==> src/inc/pfc_pkg.sv <==
package pfc_pkg;

  // ****************************************************
  // Register map
  // ****************************************************
  localparam logic [7:0] ADDR_EDGE_COUNTER = 8'h1F;
  localparam logic [7:0] ADDR_CAPS_ONE     = 8'h20;
  localparam logic [7:0] ADDR_CAPS_TWO     = 8'h21;

  // ****************************************************
  // Capability field positions
  // ****************************************************
  localparam int BIT_HOLD       = 7;
  localparam int BIT_FREQ_TRAIN = 5;
  localparam int BIT_EQ_TRAIN   = 4;
  localparam int BIT_TWO_LINK   = 3;
  localparam int BIT_CHANNEL    = 2;
  localparam int BIT_VID24_AUD  = 1;
  localparam int BIT_FC_GPIO    = 0;

  // Loadable fields (bits 5..0) and reserved bit 6
  localparam logic [7:0] CAPS_LOAD_MASK = 8'h3F;
  localparam logic [7:0] CAPS_RW_MASK   = 8'hBF;

  // ****************************************************
  // Reset values and edge count top
  // ****************************************************
  localparam logic [7:0] RST_EDGE_COUNT = 8'h00;
  localparam logic [7:0] RST_CAPS_ONE   = 8'h00;
  localparam logic [7:0] COUNT_MAX      = 8'hFF;

  // ****************************************************
  // Timing
  // ****************************************************
  localparam int CLK_PERIOD_NS  = 20;
  localparam int OSC_PERIOD_NS  = 40;
  localparam int OSC_DIV_CYCLES = (OSC_PERIOD_NS + CLK_PERIOD_NS - 1) / CLK_PERIOD_NS;

  // ****************************************************
  // Measurement states
  // ****************************************************
  typedef enum logic [0:0] {
    MEAS_IDLE = 1'b0,
    MEAS_RUN  = 1'b1
  } meas_state_t;

endpackage : pfc_pkg

==> src/hw/pixel_freq_counter_and_caps.sv <==
// Added by the designer: strobed register access.
`timescale 1ns/100ps

module pixel_freq_counter_and_caps
  import pfc_pkg::*;
#(
  parameter int DATA_W = 8,
  parameter int DIV_W  = 4
) (
  // Clock and reset
  input  wire logic              core_clk,
  input  wire logic              rst,

  // Register port
  input  wire logic [7:0]        reg_addr,
  input  wire logic [DATA_W-1:0] reg_wdata,
  input  wire logic              reg_wr,
  input  wire logic              reg_rd,
  output logic      [DATA_W-1:0] reg_rdata,

  // Pixel clock pin, sampled
  input  wire logic              pixel_clk_pin,

  // Back channel capability load
  input  wire logic              rx_lock,
  input  wire logic              caps_load_valid,
  input  wire logic [5:0]        caps_load_data,

  // Capability and training outputs
  output logic                   freq_training_request,
  output logic                   equalizer_training_request,
  output logic                   two_link_capable,
  output logic                   channel_index,
  output logic                   partner_vid24_hd_audio,
  output logic                   partner_fc_gpio,
  output logic                   hold_partner_capabilities,

  // Measurement status
  output logic                   measure_busy
);

  // ****************************************************
  // Declarations
  // ****************************************************
  logic              pix_edge;

  logic [DIV_W-1:0]  osc_div_reg;
  logic              osc_tick;

  meas_state_t       meas_state_reg;
  logic [7:0]        window_left_reg;
  logic [7:0]        edge_count_reg;

  logic [7:0]        caps_reg;
  logic [7:0]        caps_next;

  logic              wr_counter;
  logic              wr_caps;
  logic              load_ok;

  logic [DATA_W-1:0] rdata_next;

  localparam logic [DIV_W-1:0] DIV_LAST = DIV_W'(OSC_DIV_CYCLES - 1);

  // ****************************************************
  // Address decode
  // ****************************************************

  // Write strobes per register
  assign wr_counter = reg_wr && (reg_addr == ADDR_EDGE_COUNTER);
  assign wr_caps    = reg_wr && (reg_addr == ADDR_CAPS_ONE);

  // ****************************************************
  // Pixel clock sampling
  // ****************************************************

  // Settled pin and its rising edges
  pin_rise_detect #(
    .WIDTH (1)
  ) pixel_sampler (
    .core_clk  (core_clk),
    .rst       (rst),
    .pin_async (pixel_clk_pin),
    .pin_rise  (pix_edge)
  );

  // ****************************************************
  // Oscillator period divider
  // ****************************************************

  // Restarted by a counter write so the first period is whole
  always_ff @(posedge core_clk) begin
    if (rst) begin
      osc_div_reg <= '0;
    end else if (wr_counter || osc_tick) begin
      osc_div_reg <= '0;
    end else begin
      osc_div_reg <= osc_div_reg + DIV_W'(1);
    end
  end

  // One-cycle pulse per oscillator period
  assign osc_tick = (osc_div_reg == DIV_LAST);

  // ****************************************************
  // Measurement sequencing
  // ****************************************************

  // Idle until a nonzero counter write, run for the programmed periods
  always_ff @(posedge core_clk) begin
    if (rst) begin
      meas_state_reg <= MEAS_IDLE;
    end else begin
      case (meas_state_reg)
        MEAS_IDLE: begin
          if (wr_counter && (reg_wdata[7:0] != 8'h00)) begin
            meas_state_reg <= MEAS_RUN;
          end
        end
        MEAS_RUN: begin
          if (wr_counter && (reg_wdata[7:0] == 8'h00)) begin
            meas_state_reg <= MEAS_IDLE;
          end else if (!wr_counter && osc_tick && (window_left_reg == 8'h01)) begin
            meas_state_reg <= MEAS_IDLE;
          end
        end
        default: begin
          meas_state_reg <= MEAS_IDLE;
        end
      endcase
    end
  end

  // Remaining oscillator periods in the window
  always_ff @(posedge core_clk) begin
    if (rst) begin
      window_left_reg <= 8'h00;
    end else if (wr_counter) begin
      window_left_reg <= reg_wdata[7:0];
    end else if ((meas_state_reg == MEAS_RUN) && osc_tick) begin
      window_left_reg <= window_left_reg - 8'h01;
    end
  end

  // ****************************************************
  // Edge counter
  // ****************************************************

  // Cleared on start, counts edges while running, sticks at max
  sat_up_counter #(
    .WIDTH (8),
    .START (RST_EDGE_COUNT),
    .TOP   (COUNT_MAX)
  ) edge_counter (
    .core_clk  (core_clk),
    .rst       (rst),
    .clear     (wr_counter),
    .step      ((meas_state_reg == MEAS_RUN) && pix_edge),
    .count_reg (edge_count_reg)
  );

  assign measure_busy = (meas_state_reg == MEAS_RUN);

  // ****************************************************
  // Capability register
  // ****************************************************

  // Back channel may load only after lock and while not held
  assign load_ok = caps_load_valid && rx_lock && !caps_reg[BIT_HOLD];

  // A write that sets hold beats a same-cycle load
  always_comb begin
    caps_next = caps_reg;
    if (wr_caps) begin
      caps_next = reg_wdata[7:0] & CAPS_RW_MASK;
    end
    if (load_ok && !(wr_caps && reg_wdata[BIT_HOLD])) begin
      caps_next = (caps_next & ~CAPS_LOAD_MASK) | {2'b00, caps_load_data};
    end
  end

  // Capability storage
  always_ff @(posedge core_clk) begin
    if (rst) begin
      caps_reg <= RST_CAPS_ONE;
    end else begin
      caps_reg <= caps_next;
    end
  end

  // ****************************************************
  // Capability outputs
  // ****************************************************

  // Fields drive the link logic directly
  assign hold_partner_capabilities  = caps_reg[BIT_HOLD];
  assign freq_training_request      = caps_reg[BIT_FREQ_TRAIN];
  assign equalizer_training_request = caps_reg[BIT_EQ_TRAIN];
  assign two_link_capable           = caps_reg[BIT_TWO_LINK];
  assign channel_index              = caps_reg[BIT_CHANNEL];
  assign partner_vid24_hd_audio     = caps_reg[BIT_VID24_AUD];
  assign partner_fc_gpio            = caps_reg[BIT_FC_GPIO];

  // ****************************************************
  // Read path
  // ****************************************************

  // Read mux; unmapped and reserved read as zero
  always_comb begin
    rdata_next = '0;
    if (reg_rd) begin
      case (reg_addr)
        ADDR_EDGE_COUNTER: begin
          rdata_next[7:0] = edge_count_reg;
        end
        ADDR_CAPS_ONE: begin
          rdata_next[7:0] = caps_reg;
        end
        ADDR_CAPS_TWO: begin
          rdata_next[7:0] = 8'h00;
        end
        default: begin
          rdata_next = '0;
        end
      endcase
    end
  end

  // Read data one cycle after the strobe, zero otherwise
  always_ff @(posedge core_clk) begin
    if (rst) begin
      reg_rdata <= '0;
    end else begin
      reg_rdata <= rdata_next;
    end
  end

endmodule : pixel_freq_counter_and_caps

// ****************************************************
// Pin synchroniser with rising edge detect
// ****************************************************

// Two flops settle the pin, a third remembers the last level
module pin_rise_detect #(
  parameter int WIDTH = 1
) (
  // Clock and reset
  input  wire logic             core_clk,
  input  wire logic             rst,

  // Asynchronous pin and its rising edges
  input  wire logic [WIDTH-1:0] pin_async,
  output logic      [WIDTH-1:0] pin_rise
);

  logic [WIDTH-1:0] sync1_reg;
  logic [WIDTH-1:0] sync2_reg;
  logic [WIDTH-1:0] prev_reg;

  // Only the second stage reads the first
  always_ff @(posedge core_clk) begin
    if (rst) begin
      sync1_reg <= '0;
      sync2_reg <= '0;
    end else begin
      sync1_reg <= pin_async;
      sync2_reg <= sync1_reg;
    end
  end

  // Delayed copy for edge detection
  always_ff @(posedge core_clk) begin
    if (rst) begin
      prev_reg <= '0;
    end else begin
      prev_reg <= sync2_reg;
    end
  end

  // High now and low one cycle ago
  assign pin_rise = sync2_reg & ~prev_reg;

endmodule : pin_rise_detect

// ****************************************************
// Saturating up-counter
// ****************************************************

// Clear wins over a step; the count sticks at its top value
module sat_up_counter #(
  parameter int               WIDTH = 8,
  parameter logic [WIDTH-1:0] START = '0,
  parameter logic [WIDTH-1:0] TOP   = '1
) (
  // Clock and reset
  input  wire logic             core_clk,
  input  wire logic             rst,

  // Control
  input  wire logic             clear,
  input  wire logic             step,

  // Present count
  output logic      [WIDTH-1:0] count_reg
);

  // Count register, never wraps
  always_ff @(posedge core_clk) begin
    if (rst || clear) begin
      count_reg <= START;
    end else if (step && (count_reg != TOP)) begin
      count_reg <= count_reg + WIDTH'(1);
    end
  end

endmodule : sat_up_counter

==> config.mk <==
export PLATFORM = sky130hd
export DESIGN_NAME = pixel_freq_counter_and_caps
export DESIGN_NICKNAME = d
export VERILOG_FILES = /design/src/inc/pfc_pkg.sv /design/src/hw/pixel_freq_counter_and_caps.sv
export SDC_FILE = /design/constraint.sdc
export NUM_CORES = 1
export LEC_CHECK = 0
export BUFFER_PORTS_ARGS = -buffer_cell sky130_fd_sc_hd__buf_4
export CELL_PAD_IN_SITES_DETAIL_PLACEMENT = 0
export CELL_PAD_IN_SITES_GLOBAL_PLACEMENT = 1
export CORE_ASPECT_RATIO = 0.9
export CORE_MARGIN = 2
export CORE_UTILIZATION = 35
export DETAILED_ROUTE_END_ITERATION = 8
export PLACE_DENSITY = 0.81
export SLEW_MARGIN = 25
export SYNTH_ARGS = -nofsm -noshare
export SYNTH_HDL_FRONTEND = slang
export SYNTH_HIERARCHICAL = 1
export SYNTH_SLANG_ARGS = --single-unit
==> constraint.sdc <==
create_clock -name core_clk -period 3.46 [get_ports core_clk]
set_clock_uncertainty 0.15 [all_clocks]
set_input_delay 0.173 -clock core_clk [delete_from_list [all_inputs] [get_ports core_clk]]
set_output_delay 0.173 -clock core_clk [all_outputs]
set_load 0.01 [all_outputs]
==> metrics.md <==
| Metric | Value |
|---|---|
| Period utilization | ~64% |
| Non-filler instance count after layout | roughly 320 |
| Post-CTS setup buffer count | 0 |
| Cell Area, Placed | about 0.0022 mm² |
| Required @ worst endpoint | roughly 3500 ps |
| Avg Cell Area, Syn | about 9.4 µm² |
| Yosys warnings | 6 |
| CTS Buf Count | 5 |
| Max-Cap Viols | 0 |
| Top cells by area, synth | dfxtp_1 (43%), nor2_1 (4.0%), ha_1 (3.4%), a221o_1 (3.2%), a22oi_1 (3.2%) |
| WS Path Type | reg2reg |
| CTS resizes | 0 |
| Cell-by-cell trace of the critical path | and3b_1, a311oi_1, and2_1, a221o_1, dlygate4sd3_1 |
| Worst-skew pair later-pin latency | roughly 290 ps |
| Die Width | 80.9 µm |
| Nets | slightly below 300 |
| Grt met2 use | a little over a quarter |
| Grt met3 use | a little under 3% |
| Post-Syn Area | approximately 0.0019 mm² |
| Initial antenna violation count | 0 |
| GPL Wtd Cong | ~0.74 |
| H-tree depth | 2 |
| Die Height | approximately 73 µm |
| Fmax | between 400 and 500 MHz |
| Max stage delay on crit path | 540 ps |
| Layout area overhead | 34.2% |
| Hold depth | 3 |
| CTS sink count | 40 |
| Starting Density | 35.9% |
| WL/cell | about 14 µm |
| Comb pwr share | 9.3% |
| Routing usage on met1 | around a fifth |
| Yosys reg bits | 40 |
| Largest net degree at the start of global routing | 28 |
| Final ANT Viol Nets | 0 |
| WL final | approximately 4500 µm |
| Maximum vdd drop | 0.000229 V |
| Switching power total | ~220 µW |
| Setup violations, final | 0 |
| Synth Flop Type | dfxtp_1 |
| Status | completed |
| RSZ-0062 raised after global routing | no |
| Syn_nets | 232 |
| Top Ports | 45 |
| Post-synthesis cell type count | just over 50 |
| Worst Setup Start Kind | register |
| Clock power frac | between 40% and 50% |
| Crit-path max FO | 6 |
| Placed cell count | roughly 300 |
| Seq pwr share | between 50% and 60% |
| Global route hottest layer | met2 |
| Worst reg2reg endpoint | caps_reg[3] |
| Tmin final | between 2000 and 2500 ps |
| ANT cells | 0 |
| Synth Instances | ~200 |
| Clock Path Buffers | 2 |
| Hold_sp | reg_wdata[7] |
| FP Rows | 25 |
| Avg Vias per Cell | a little over 5 |
| Slew Limit Fails | 0 |
| Pwr dens | ~380 mW/mm² |
| Worst-case reg-to-reg path depth | 5 |
| CTS root buf | clkbuf_8 |
| Setup TNS | 0 ps |
| Hold Crit Class | in2reg |
| Worst rel slew slack | between 50 and 60% |
| Ys async rst share | 0% |
| Vias | roughly 1.7k |
| Register-to-Register Setup Slack | roughly 1200 ps |
| Critical Path AT | 2300 ps |
| 1st-iter DRT viols | 73 |
| Clock Pin Slew Worst Setup and Hold Paths | about 80 ps |
| Sequential share of the synthesized area | 43.0% |
| Slowest CP cell | dlygate4sd3_1 |
| Pint | about 730 µW |
| Proportion of netlist area held by the largest area contributor | roughly 43% |
| First-pass GRT wire length | ~7200 µm |
| CTS tree | yes |
| Number of port buffers | 44 |
| Area leader, netlist | dfxtp_1 |
| Number of global-route vias before repair | around 1.6k |
| Drc violations | 0 |
| Worst Tran Pin Value | ~650 ps |
| Hold buffers post-CTS | 14 |
| Worst setup EP type | register |
| Post-DP HPWL | approximately 3200 µm |
| Gr usage total | approximately 16% |
| Final hold viol count | 0 |
| Final instance area | approximately 0.0025 mm² |
| EDFF count, synth | 0 |
| Ratio of cells with drive above 1 in the final layout | about 25% |
| Leakage | roughly 0.0010 µW |
| Drt pass-1 iters | 4 |
| Core area | ~0.0052 mm² |
| Sw Ratio | 22.7% |
| Grt ovf | 0 |
| Die area | around 0.0059 mm² |
==> worst max-delay path: cells and delay by family (launching register included) <==
family                 cells  cell delay [ps]
AO/OA/AOI/OAI              2              610
buffers and inverters      1              540
flip-flops                 1              420
AND/OR/NAND/NOR            2              430
==> cell usage after synthesis (all sizes together) (4+ instances only) <==
library cell	instances
dfxtp	40
inv	6
a311oi	4
nor2	20
ha	5
nor4	7
nor3	5
a221o	6
buf	4
xor2	6
a21oi	7
nand3	7
mux2i	5
a22oi	8
a211oi	6
nand2	11
nor2b	4
and2	10
and3b	4
clkbuf	4
==> placed cells by master (no fill, tap or decap), types with 6 or more instances in the layout <==
cell           instances
dlygate4sd3_1         14
a211oi_1               6
nor4_1                 6
a21oi_1                7
buf_4                 45
nand3_1                7
nand2_1               10
a22oi_1                8
xor2_1                 6
nor2_1                20
a221o_1                6
and2_1                 9
dfxtp_1               40
==> per-stage QoR <==
stage / util (%) / setup WS, ps / hold slack [ps] / total power (µW)
after floorplan: - / 1650 / 94.6 / 520
after global placement: 43.3 / 1290 / 250 / 565
after detailed placement: 43.3 / 1260 / 251 / 565
after CTS: 48.2 / 1260 / 21.5 / 960
after global routing: 48.2 / 1050 / 53.1 / 991
final: 48.2 / 1250 / 23.7 / 951
==> cell families after synthesis <==
| logic type | after synthesis | share of synthesized area [%] |
|---|---|---|
| fa+ha+maj | 5 | 3.36 |
| flops | 40 | 43.0 |
| mux | 6 | 3.29 |
| xor+xnor | 7 | 3.29 |
| simple gates | 88 | 28.2 |
| compound gates | 38 | 15.8 |
| buf+inv | 14 | 3.15 |
==> worst max path at each step <==
stage / cells after the start / end / startpoint
after global placement: 6 / edge_counter/count_reg[5] / reg_addr[7]
after CTS: 5 / caps_reg[3] / register
final: 5 / caps_reg[3] / register
after global routing: 5 / caps_reg[3] / register
after detailed placement: 6 / edge_counter/count_reg[5] / reg_addr[7]
after floorplan: 6 / window_left_reg[4] / osc_div_reg[0]
==> per-layer routing <==
metal | wire [µm] | part of all wire (%) | vias to the layer above
li1 | - | - | 855
met1 | 2130 | 48 | 768
met2 | 2170 | 48 | 30
met3 | 149 | 3.3 | 4
met4 | 35 | 0.78 | 0
met5 | 0 | 0 | -
==> power by group through the flow <==
stage / Combinational [µW] / Sequential, µW / Clock, µW
floorplan: 31.7 / 488 / 0
global placement: 75.9 / 489 / 0
finish: 88.3 / 478 / 384
detailed placement: 76.3 / 489 / 0
global route: 96.4 / 480 / 414
CTS: 88.3 / 478 / 394
==> layout make-up <==
cell class / count / area [µm²]
Sequential cell: 40 / 801
Inverter: 6 / 22.5
Clock inverter: 3 / 42.5
Fill cell: 516 / 2690
Tap cell: 67 / 83.8
Timing Repair Buffer: 59 / 478
Clock buffer: 5 / 68.8
Multi-Input combinational cell: 144 / 1000
(Power assumes the default switching activity.)
